<file path="src/hw/fsps_regs.svh">
// Constants of the flash self-programming sequencer.
`ifndef FSPS_REGS_SVH
`define FSPS_REGS_SVH
`define FSPS_CTL_IRQEN      7
`define FSPS_CTL_RWWBUSY    6
`define FSPS_CTL_RSVD       5
`define FSPS_CTL_CMD_LSB    1
`define FSPS_CTL_CMD_MSB    4
`define FSPS_CTL_RESET      8'h00
`define FSPS_CMD_LOAD       5'h01
`define FSPS_CMD_ERASE      5'h03
`define FSPS_CMD_WRITE      5'h05
`define FSPS_CMD_LOCK       5'h09
`define FSPS_CMD_REEN       5'h11
`define FSPS_SPM_WINDOW     3'h4
`define FSPS_LPM_LAST_CNT   3'h2
`define FSPS_CNT_LAST       3'h1
`define FSPS_Z_FUSE_LOW     2'h0
`define FSPS_Z_LOCK         2'h1
`define FSPS_Z_FUSE_HIGH    2'h3
`define FSPS_Z_WORD_LSB     1
`define FSPS_Z_WORD_MSB     6
`define FSPS_Z_PAGE_LSB     7
`define FSPS_Z_PAGE_MSB     13
`define FSPS_R0_BLB_LSB     2
`define FSPS_R0_BLB_MSB     5
`define FSPS_ERASED_WORD    16'hFFFF
`define FSPS_NO_FUSE        8'hFF
`define FSPS_RWW_PAGES      112
`define FSPS_CLK_PERIOD_NS  10
`define FSPS_WRITE_MIN_NS   3700000
`define FSPS_WRITE_MAX_NS   4500000
`define FSPS_WRITE_MIN_CYC  ((`FSPS_WRITE_MIN_NS + `FSPS_CLK_PERIOD_NS - 1) / `FSPS_CLK_PERIOD_NS)
`define FSPS_WRITE_MAX_CYC  (`FSPS_WRITE_MAX_NS / `FSPS_CLK_PERIOD_NS)
`define FSPS_TIMER_W        20
`endif

</file>
<file path="src/hw/fsps_pkg.sv">
// Types of the flash self-programming sequencer.
package fsps_pkg;
   typedef enum logic [1:0] {
      FSPS_OP_NONE  = 2'h0,
      FSPS_OP_ERASE = 2'h1,
      FSPS_OP_WRITE = 2'h2,
      FSPS_OP_LOCK  = 2'h3
   } fsps_op_e;
   typedef enum logic [1:0] {
      FSPS_ST_IDLE  = 2'h0,
      FSPS_ST_ARMED = 2'h1,
      FSPS_ST_BUSY  = 2'h3
   } fsps_state_e;
   typedef struct packed {
      logic        ctl_wr;
      logic [7:0]  ctl_wdata;
      logic        spm;
      logic        lpm;
      logic [15:0] zptr;
      logic [7:0]  r1;
      logic [7:0]  r0;
   } fsps_cpu_req_t;
   typedef struct packed {
      logic [7:0] lock;
      logic [7:0] fuse_low;
      logic [7:0] fuse_high;
   } fsps_nv_t;
   typedef struct packed {
      logic       valid;
      fsps_op_e   op;
      logic [6:0] page;
      logic [3:0] lock_prog;
   } fsps_flash_cmd_t;
   typedef struct packed {
      fsps_state_e      state;
      logic [2:0]       cnt;
      logic [4:0]       cmd;
      logic             irq_en;
      logic             rww_busy;
      logic [63:0]      loaded;
      logic [63:0][15:0] words;
      logic [7:0]       lpm_data;
      logic             lpm_hit;
      fsps_flash_cmd_t  fcmd;
      logic [15:0]      pbuf_data;
   } fsps_seq_st_t;
   typedef struct packed {
      logic        busy;
      logic [19:0] cnt;
      fsps_op_e    op;
      logic        readwhile_section;
      logic        done;
   } fsps_tmr_st_t;
endpackage

</file>
<file path="src/hw/fsps_sequencer.sv">
// Flash self-programming sequencer top level.
// Operation
// - Control 00000001 then store loads buffer word.
// - Buffer clears on write end, re-enable, reset; a reset during a page write keeps it until the write ends.
// - EEPROM write discards loaded buffer data.
// - Control X0000101 then store writes selected page.
// - Section write keeps other readable, else halts.
// - Ready interrupt level while store enable clear.
// - Erase or write blocks section, sets busy.
// - Re-enable write clears section busy flag.
// - Control X0001001 then store sets boot locks.
// - Zero data bits 5..2 program boot locks.
// - Lock programming keeps whole flash readable.
// - EEPROM busy refuses programming and readback.
// - Lock read: pointer one, load within three.
// - Lock-set and enable clear after read or timeout.
// - Pointer zero fuse low, three fuse high.
// - Readback gives zero programmed, one unprogrammed.
// - Write in progress completes across reset.
// - Flash writes timed between 3.7 and 4.5 ms.
// - Other low five bit values have no effect.
// - Store enable stays set until operation ends.
// - Control bit layout with zero reset value.
// - Control X0000011 then store erases selected page.
`include "fsps_regs.svh"
module fsps_sequencer #(
   parameter int RWW_PAGES    = `FSPS_RWW_PAGES,
   parameter int WRITE_CYCLES = `FSPS_WRITE_MIN_CYC
) (
   input  wire logic                clk_in,
   input  wire logic                rstn_in,
   input  fsps_pkg::fsps_cpu_req_t  cpu_in,
   input  wire logic                ee_busy_in,
   input  fsps_pkg::fsps_nv_t       nv_in,
   input  wire logic [5:0]          pbuf_idx_in,
   output logic [7:0]               ctl_rdata_out,
   output logic                     lpm_hit_out,
   output logic [7:0]               lpm_data_out,
   output fsps_pkg::fsps_flash_cmd_t flash_cmd_out,
   output logic [15:0]              pbuf_data_out,
   output logic                     flash_busy_out,
   output logic                     rww_read_block_out,
   output logic                     cpu_halt_out,
   output logic                     irq_out
);
   localparam logic [6:0] RWW_LIMIT = 7'(RWW_PAGES);
   if (RWW_PAGES < 1 || RWW_PAGES > 127) begin : g_bad_rww
      $error("fsps_sequencer: RWW_PAGES out of range");
   end

   function automatic logic legal_cmd(input logic [4:0] c);
      legal_cmd = (c == `FSPS_CMD_LOAD) || (c == `FSPS_CMD_ERASE) ||
                  (c == `FSPS_CMD_WRITE) || (c == `FSPS_CMD_LOCK) ||
                  (c == `FSPS_CMD_REEN);
   endfunction

   // Fuse and lock inputs already carry zero for programmed bits, so they pass unchanged.
   function automatic logic [7:0] readback(input logic [1:0] z, input fsps_pkg::fsps_nv_t nv);
      case (z)
         `FSPS_Z_FUSE_LOW:  readback = nv.fuse_low;
         `FSPS_Z_LOCK:      readback = nv.lock;
         `FSPS_Z_FUSE_HIGH: readback = nv.fuse_high;
         default:           readback = `FSPS_NO_FUSE;
      endcase
   endfunction

   fsps_pkg::fsps_seq_st_t st_q;
   fsps_pkg::fsps_seq_st_t st_d;
   logic                   wt_busy;
   logic                   wt_done;
   fsps_pkg::fsps_op_e     wt_op;
   logic                   wt_rww;
   logic                   start_now;
   fsps_pkg::fsps_op_e     start_op;
   logic                   start_rww;
   logic                   arm_now;
   logic                   load_fire;
   logic                   lpm_fire;
   logic                   reen_fire;
   logic                   store_enable_bit_rd;
   logic [6:0]             zpage;
   logic [5:0]             zword;

   assign zpage = cpu_in.zptr[`FSPS_Z_PAGE_MSB:`FSPS_Z_PAGE_LSB];
   assign zword = cpu_in.zptr[`FSPS_Z_WORD_MSB:`FSPS_Z_WORD_LSB];

   always_comb begin
      start_now = 1'b0;
      start_op  = fsps_pkg::FSPS_OP_NONE;
      load_fire = 1'b0;
      reen_fire = 1'b0;
      lpm_fire  = 1'b0;
      if (st_q.state == fsps_pkg::FSPS_ST_ARMED && rstn_in && !ee_busy_in) begin
         if (cpu_in.spm) begin
            case (st_q.cmd)
               `FSPS_CMD_LOAD: load_fire = 1'b1;
               `FSPS_CMD_ERASE: begin
                  start_now = 1'b1;
                  start_op  = fsps_pkg::FSPS_OP_ERASE;
               end
               `FSPS_CMD_WRITE: begin
                  start_now = 1'b1;
                  start_op  = fsps_pkg::FSPS_OP_WRITE;
               end
               `FSPS_CMD_LOCK: begin
                  start_now = 1'b1;
                  start_op  = fsps_pkg::FSPS_OP_LOCK;
               end
               `FSPS_CMD_REEN: reen_fire = 1'b1;
               default: start_now = 1'b0;
            endcase
         end else if (cpu_in.lpm && st_q.cmd == `FSPS_CMD_LOCK &&
                      st_q.cnt >= `FSPS_LPM_LAST_CNT) begin
            lpm_fire = 1'b1;
         end
      end
   end

   // The lock command leaves no section busy, so the whole array stays readable.
   assign start_rww = (start_op != fsps_pkg::FSPS_OP_LOCK) && (zpage < RWW_LIMIT);
   assign arm_now = cpu_in.ctl_wr && rstn_in && !ee_busy_in && !wt_busy && !start_now &&
                    st_q.state != fsps_pkg::FSPS_ST_BUSY &&
                    legal_cmd(cpu_in.ctl_wdata[`FSPS_CTL_CMD_MSB:0]);

   always_comb begin
      st_d              = st_q;
      st_d.fcmd.valid   = 1'b0;
      st_d.lpm_hit      = 1'b0;
      st_d.pbuf_data    = st_q.loaded[pbuf_idx_in] ? st_q.words[pbuf_idx_in]
                                                   : `FSPS_ERASED_WORD;
      if (cpu_in.ctl_wr) begin
         st_d.irq_en = cpu_in.ctl_wdata[`FSPS_CTL_IRQEN];
      end
      case (st_q.state)
         fsps_pkg::FSPS_ST_ARMED: begin
            if (cpu_in.spm || lpm_fire || st_q.cnt == `FSPS_CNT_LAST) begin
               st_d.state = start_now ? fsps_pkg::FSPS_ST_BUSY : fsps_pkg::FSPS_ST_IDLE;
            end else begin
               st_d.cnt = st_q.cnt - 3'h1;
            end
         end
         fsps_pkg::FSPS_ST_BUSY: begin
            if (wt_done) begin
               st_d.state = fsps_pkg::FSPS_ST_IDLE;
            end
         end
         fsps_pkg::FSPS_ST_IDLE: st_d.state = fsps_pkg::FSPS_ST_IDLE;
         default:                st_d.state = fsps_pkg::FSPS_ST_IDLE;
      endcase
      if (arm_now) begin
         st_d.state = fsps_pkg::FSPS_ST_ARMED;
         st_d.cnt   = `FSPS_SPM_WINDOW;
         st_d.cmd   = cpu_in.ctl_wdata[`FSPS_CTL_CMD_MSB:0];
      end
      if (load_fire && !st_q.loaded[zword]) begin
         st_d.loaded[zword] = 1'b1;
         st_d.words[zword]  = {cpu_in.r1, cpu_in.r0};
      end
      if (load_fire || reen_fire) begin
         st_d.rww_busy = 1'b0;
      end
      if (start_now && start_rww) begin
         st_d.rww_busy = 1'b1;
      end
      if (start_now) begin
         st_d.fcmd.valid     = 1'b1;
         st_d.fcmd.op        = start_op;
         st_d.fcmd.page      = zpage;
         st_d.fcmd.lock_prog = ~cpu_in.r0[`FSPS_R0_BLB_MSB:`FSPS_R0_BLB_LSB];
      end
      if (lpm_fire) begin
         st_d.lpm_hit  = 1'b1;
         st_d.lpm_data = readback(cpu_in.zptr[1:0], nv_in);
      end
      if (reen_fire || ee_busy_in || (wt_done && wt_op == fsps_pkg::FSPS_OP_WRITE)) begin
         st_d.loaded = '0;
      end
      if (!rstn_in) begin
         st_d           = '0;
         st_d.words     = st_q.words;
         st_d.pbuf_data = `FSPS_ERASED_WORD;
         // A page write that outlives reset still needs its data; it clears at completion.
         if (wt_busy && wt_op == fsps_pkg::FSPS_OP_WRITE) begin
            st_d.loaded = st_q.loaded;
         end
      end
   end

   always_ff @(posedge clk_in) begin
      st_q <= st_d;
   end

   fsps_wtimer #(
      .WRITE_CYCLES (WRITE_CYCLES)
   ) u_wtimer (
      .clk_in   (clk_in),
      .rstn_in  (rstn_in),
      .start_in (start_now),
      .op_in    (start_op),
      .rww_in   (start_rww),
      .busy_out (wt_busy),
      .done_out (wt_done),
      .op_out   (wt_op),
      .rww_out  (wt_rww)
   );

   assign store_enable_bit_rd = (st_q.state != fsps_pkg::FSPS_ST_IDLE) || wt_busy;
   always_comb begin
      ctl_rdata_out                                    = `FSPS_CTL_RESET;
      ctl_rdata_out[`FSPS_CTL_IRQEN]                   = st_q.irq_en;
      ctl_rdata_out[`FSPS_CTL_RWWBUSY]                 = st_q.rww_busy;
      ctl_rdata_out[`FSPS_CTL_RSVD]                    = 1'b0;
      if (st_q.state != fsps_pkg::FSPS_ST_IDLE) begin
         ctl_rdata_out[`FSPS_CTL_CMD_MSB:`FSPS_CTL_CMD_LSB] =
            st_q.cmd[`FSPS_CTL_CMD_MSB:`FSPS_CTL_CMD_LSB];
      end
      ctl_rdata_out[0]                                 = store_enable_bit_rd;
   end
   assign irq_out            = st_q.irq_en && !store_enable_bit_rd;
   assign flash_busy_out     = wt_busy;
   assign rww_read_block_out = st_q.rww_busy ||
                               (wt_busy && wt_op != fsps_pkg::FSPS_OP_LOCK);
   assign cpu_halt_out       = wt_busy && wt_op != fsps_pkg::FSPS_OP_LOCK && !wt_rww;
   assign lpm_hit_out        = st_q.lpm_hit;
   assign lpm_data_out       = st_q.lpm_data;
   assign flash_cmd_out      = st_q.fcmd;
   assign pbuf_data_out      = st_q.pbuf_data;
endmodule

</file>
<file path="src/hw/fsps_wtimer.sv">
// Flash write timer that survives reset while an operation runs.
`include "fsps_regs.svh"
module fsps_wtimer #(
   parameter int WRITE_CYCLES = `FSPS_WRITE_MIN_CYC
) (
   input  wire logic             clk_in,
   input  wire logic             rstn_in,
   input  wire logic             start_in,
   input  fsps_pkg::fsps_op_e    op_in,
   input  wire logic             rww_in,
   output logic                  busy_out,
   output logic                  done_out,
   output fsps_pkg::fsps_op_e    op_out,
   output logic                  rww_out
);
   localparam logic [`FSPS_TIMER_W-1:0] LAST = `FSPS_TIMER_W'(WRITE_CYCLES - 1);
   if (WRITE_CYCLES < 16 || WRITE_CYCLES >= (1 << `FSPS_TIMER_W)) begin : g_bad_cycles
      $error("fsps_wtimer: WRITE_CYCLES out of range");
   end
   fsps_pkg::fsps_tmr_st_t st_q;
   fsps_pkg::fsps_tmr_st_t st_d;
   always_comb begin
      st_d      = st_q;
      st_d.done = 1'b0;
      if (st_q.busy) begin
         if (st_q.cnt == LAST) begin
            st_d.busy = 1'b0;
            st_d.done = 1'b1;
            st_d.cnt  = '0;
         end else begin
            st_d.cnt = st_q.cnt + `FSPS_TIMER_W'(1);
         end
      end else if (start_in) begin
         st_d.busy = 1'b1;
         st_d.cnt  = '0;
         st_d.op   = op_in;
         st_d.readwhile_section  = rww_in;
      end
   end
   // A running write keeps counting through reset so the array is never left half done.
   always_ff @(posedge clk_in) begin
      if (!rstn_in && st_q.busy) begin
         st_q <= st_d;
      end else if (!rstn_in) begin
         st_q <= '0;
      end else begin
         st_q <= st_d;
      end
   end
   assign busy_out = st_q.busy;
   assign done_out = st_q.done;
   assign op_out   = st_q.op;
   assign rww_out  = st_q.readwhile_section;
endmodule

</file>
<file path="config.mk">
export PLATFORM = sky130hd
export DESIGN_NAME = fsps_sequencer
export DESIGN_NICKNAME = d
export VERILOG_FILES = /design/src/hw/fsps_pkg.sv /design/src/hw/fsps_sequencer.sv /design/src/hw/fsps_wtimer.sv
export VERILOG_INCLUDE_DIRS = /design/src /design/src/hw
export SDC_FILE = /design/constraint.sdc
export NUM_CORES = 2
export LEC_CHECK = 0
export BUFFER_PORTS_ARGS = -buffer_cell sky130_fd_sc_hd__buf_2
export CAP_MARGIN = 20
export CORE_ASPECT_RATIO = 0.9
export CORE_UTILIZATION = 29
export DETAILED_ROUTE_END_ITERATION = 12
export PLACE_DENSITY = 0.55
export SYNTH_ARGS = -nofsm -noshare
export SYNTH_HDL_FRONTEND = slang
export SYNTH_SLANG_ARGS = --single-unit
</file>
<file path="constraint.sdc">
create_clock -name clk_in -period 19.74 [get_ports clk_in]
set_clock_uncertainty 0.05 [all_clocks]
set_input_delay 5.922 -clock clk_in [delete_from_list [all_inputs] [get_ports clk_in]]
set_output_delay 5.922 -clock clk_in [all_outputs]
set_load 0.005 [all_outputs]
</file>
# Word level (Yosys, flattened, before mapping)
# Index checks and enable logic that the tools add are counted.
# totals
reg_bits	1164
latchBits	0
ram_bits	0
rom_bits	0
input_bits	76
out_inout_bits	51
mem_count	0
# classes
add_sub_neg	2
multipliers	0
n_div	0
n_lt_le_gt_ge	5
eq_ne	27
n_shift	0
muxes	53
bitwise	4
reduce_logical	51
# op_table
cell	count
1127-bit 2-to-1 mux	1
1088-bit 2-to-1 mux	1
1024-bit bitwise mux	1
64-bit 2-to-1 mux	2
16-bit binary-select mux with 6-bit select	1
16-bit demux with 6-bit select	1
64-bit bitwise OR	1
25-bit 2-to-1 mux	2
16-bit 2-to-1 mux	3
24-bit 2-to-1 mux	1
8-bit one-hot mux with 3 select lines	1
21-bit 2-to-1 mux	1
20-bit by 1-bit adder with 20-bit output, second input constant	1
20-bit by 19-bit == test with 1-bit output, second input constant	1
1-bit logical AND	20
1-bit 2-to-1 mux	20
20-bit 2-to-1 mux	1
9-bit 2-to-1 mux	2
6-bit by 7-bit < comparator with 1-bit output, second input constant	2
14-bit 2-to-1 mux	1
2-bit AND reduction	7
1-bit binary-select mux with 6-bit select	2
1-bit logical OR	11
5-bit by 1-bit == test with 1-bit output, second input constant	2
28 further kinds	56

# Longest topological paths before layout
# depth
word_depth	11
depth_mapped	12
mapped_depth_nobuf	8

# Cells and area by module
# From an unflattened synthesis, not the netlist that was laid out.
# hier_totals
cells_unflattened	2455
hier_area_um2	46334.4
# by_module_without_submodules
mod	instances	cells_per_inst	area_each_um2
fsps_sequencer	1	2300	45047.0
fsps_wtimer	1	155	1287.5

# Worst setup path after synthesis
# Ideal clock, no wire load.
# synth_timing
path_kind	input-to-reg
from	input port cpu_in[19] (netlist bit)
to	register st_q[1063] (netlist bit) (enable)
t_arrival_ps	10955
required_time_ps	19169
setup_slack_ps	8214
stages	10
cell_sequence	buf_6 -> mux2_4 -> a221oi_2 -> a31oi_1 -> a2111o_1 -> buf_2 -> nand3b_4 -> buf_6 -> buf_6 -> a32oi_1
# synth_via
elab_chain_len	6
# synth_lines
item	line	rtl
from (decl)	fsps_sequencer.sv:32	input fsps_pkg::fsps_cpu_req_t cpu_in,
1-bit binary-select mux with 6-bit select	fsps_sequencer.sv:155	if (load_fire && !st_q.loaded[zword]) begin
1-bit 2-to-1 mux (not written as such)	fsps_sequencer.sv:155	
1-bit zero test	fsps_sequencer.sv:155	
1-bit logical AND	fsps_sequencer.sv:155	
3-bit by 1-bit != test with 1-bit output (no line)	n/a	
2-bit AND reduction (no line)	n/a	
to (signal assigned)	fsps_sequencer.sv:190	st_q <= st_d;
to (decl)	fsps_sequencer.sv:67	fsps_pkg::fsps_seq_st_t st_q;
# No other way between the ends. The select of a mux whose other input is x is not followed.
# A chain may end at the register's enable or synchronous reset.

==> summary.txt <==
outcome: finished with violations
failing checks: DRC
register-to-register setup slack: 15.66 ns
number of synthesized flops with an enable pin: 1088
PortBufs: 121
Bufs on Longest Clock Path: 3
Clock Tree Root: clkbuf_16
Area Growth Syn to Fin: 15.1%
Seq cells post-synth: 1164
Cell Area, Synth: 46400 sq um
Util after Layout: 33.8%
gr usage total: 14.2%
first-pass GRT wire length: 170000 microns
Initial DRC Count: 2537
crit path kind: input pin to register
Syn Inst Count: 2460
CP Launch Type: input pin
Worst setup EP type: register
via-per-instance ratio: 5.04
CTS clk-pin slew, worst paths: 0.06 ns
fin crit period: 9.72 ns
Critical path origin: cpu_in[19]
Die Ht: 381 microns
total power draw: 5.09 mW
CTS H-tree depth: 3
TNS Setup: 0 ns
mean post-synth cell area: 18.9 sq um
Rows: 138
Net Count, Synth: 2539
Num CTS Buffers: 110
largest net degree at the start of global routing: 108
CP max FO: 56
final worst setup slack: 10.02 ns
final setup vio count: 0
Initial Util: 29.4%
Die Area: 162000 sq um
layout cells sized above 1: 27.8%
I/O pin count: 127
antenna-violating nets left: 0
Worst Path Required: 20.08 ns
initial antenna violation count: 5
GP Congestion: 0.756
CTS tree: done
Hold Fails Final Rpt: 0
gr ovfl total: 0
cts hold-fix bufs: 0
FFs w/ async S/R, synth: 0%
HP Start: lpm_data_out[5]$_SDFFE_PN0P_
pwr/cell area: 95.4 nW/um^2
Avg WL per Cell: 24.3 microns
Relative slew margins: 32.0%
Sink Count: 1164
clock latency on the worst-skew pair: 0.72 ns
Final Net Count: 2670
post-CTS setup buffer count: 0
reg2reg start: st_q[1070]$_SDFFCE_PP0P_
Tightest Hold Check Type: register to register
max cap viols: 0
DRT Wirelength: 116000 microns
Gates resized, CTS repair: 0
total iterations of the first detailed-routing run: 10
crit path DAT: 10.05 ns
Die W: 424 microns
core area: 158000 sq um
DP Worst Slack: 9.33 ns
DR vias: 24100
ys flop type: edfxtp_1
RSZ-0062 raised after global routing: no
Least-Margin Pin Slew: 1.02 ns
period utilization: 49.2%
Fmax achieved: 103 MHz
DR DRC count: 10
Leak Pwr: 16.4 nW
Max Slew Vio Count: 0
number of library cell types mapped by synthesis: 68
sequential-to-total area share from yosys stat: 73.7%
post-DP HPWL: 65100 microns
Synth warnings: 0
number of global-route vias before repair: 24200
VDD IR max: 0.0000669 V
==> final cells by class <==
class | count | area, sq um
inverter | 11 | 41.3
antenna | 3 | 7.51
timing repair buffer | 226 | 1440
multi-input combinational | 1078 | 11500
clock inverter | 62 | 679
sequential | 1164 | 34200
clock buffer | 147 | 2930
fill | 14900 | 105000
tap | 2100 | 2630
==> worst max-delay path, stage by stage <==
cell and delay, ns:
buf_2 0.74, mux2_1 0.38, a221o_1 0.30, a22o_1 0.44
a2bb2oi_1 0.51, nand3b_4 0.15, buf_4 0.37, nor3_2 0.75
buf_4 0.38
==> synth_stat cells, types with 6 or more instances <==
library cell | instances | area, sq um
o221ai_1 | 8 | 70.1
nand2_1 | 65 | 244
a21boi_0 | 13 | 97.6
nor2_1 | 106 | 398
a22oi_1 | 132 | 991
clkbuf_1 | 85 | 319
nor2b_1 | 27 | 169
mux2_2 | 10 | 113
buf_6 | 11 | 124
dfxtp_1 | 76 | 1520
edfxtp_1 | 1088 | 32700
and2_1 | 10 | 62.6
and3_1 | 7 | 43.8
nand3b_1 | 6 | 45.0
buf_1 | 43 | 161
a311oi_1 | 10 | 87.6
buf_4 | 45 | 338
nor4_1 | 26 | 163
mux2i_1 | 28 | 280
inv_1 | 11 | 41.3
o21ai_0 | 22 | 110
a21oi_1 | 143 | 716
nand3_1 | 25 | 125
nand2b_1 | 7 | 43.8
buf_2 | 23 | 115
nor3_1 | 67 | 335
mux4_2 | 278 | 6260
or3_1 | 9 | 56.3
==> per-stage QoR <==
stage                     hold WS [ns]  std cells  cell area (sq um)
final                            0.413       4791              53400
after global placement           0.399       4577              49800
after floorplan                  0.390       2460              46400
after global routing             0.436       4789              53400
after detailed placement         0.401       4577              49800
after CTS                        0.415       4786              53400
==> metal layers <==
metal	up-vias	GRT usage, %	part of all wire, %
met5	-	0	0.0060
met4	2	3.01	1.7
met3	141	3.46	7.9
met2	870	20.9	44
met1	12800	21.1	46
li1	10400	-	-
==> report_power, final <==
group	total, mW	switching, mW	internal [mW]
registers	2.71	0.00604	2.70
clock network	2.14	0.929	1.21
logic	0.243	0.158	0.0847
total	5.09	1.09	4.00
==> cell families (layout without fill, tap and decap cells) <==
family / count (synthesis) / in the layout / share of synthesized area [%]
AO/OA/AOI/OAI: 364 / 364 / 5.13
XOR/XNOR: 5 / 5 / 0.0944
buffers and inverters: 218 / 446 / 2.37
flip-flops: 1164 / 1164 / 73.7
other: 1 / 4 / 0.00808
multiplexers: 318 / 318 / 14.4
AND/OR/NAND/NOR: 387 / 387 / 4.22
adder cells (fa/ha/maj): 3 / 3 / 0.0809
==> layout by cell type, fill, tap and decap left out, types with 5 or more instances in the layout <==
cell type and count:
bufinv_16 13, clkinv_2 16, mux2_2 10, nor3b_1 5, a22oi_1 132, and3_1 7, nand2b_1 7, nor2b_1 26
inv_1 11, o21ai_0 22, dfxtp_1 76, edfxtp_1 1088, a31oi_1 5, nand2_1 65, clkinv_1 23, a21boi_0 13
nor4_1 18, nor3_1 11, nand3_1 25, nor3_2 58, a311oi_1 10, and2_1 9, buf_4 102, clkbuf_1 33
clkbuf_16 110, mux2i_1 28, o221ai_1 8, nor2_1 104, a21oi_1 143, or3_1 9, buf_2 119, mux4_2 278
nor4_2 8, nand3b_1 6
==> path summary, 6_finish.rpt <==
| path | cells after the start | end |
|---|---|---|
| min reg2reg | 2 | lpm_data_out[5]$_SDFFE_PN0P_ |
| min | 2 | lpm_data_out[5]$_SDFFE_PN0P_ |
| max | 9 | register |
| max reg2reg | 8 | register |
Power figures use the tool's default switching activity.
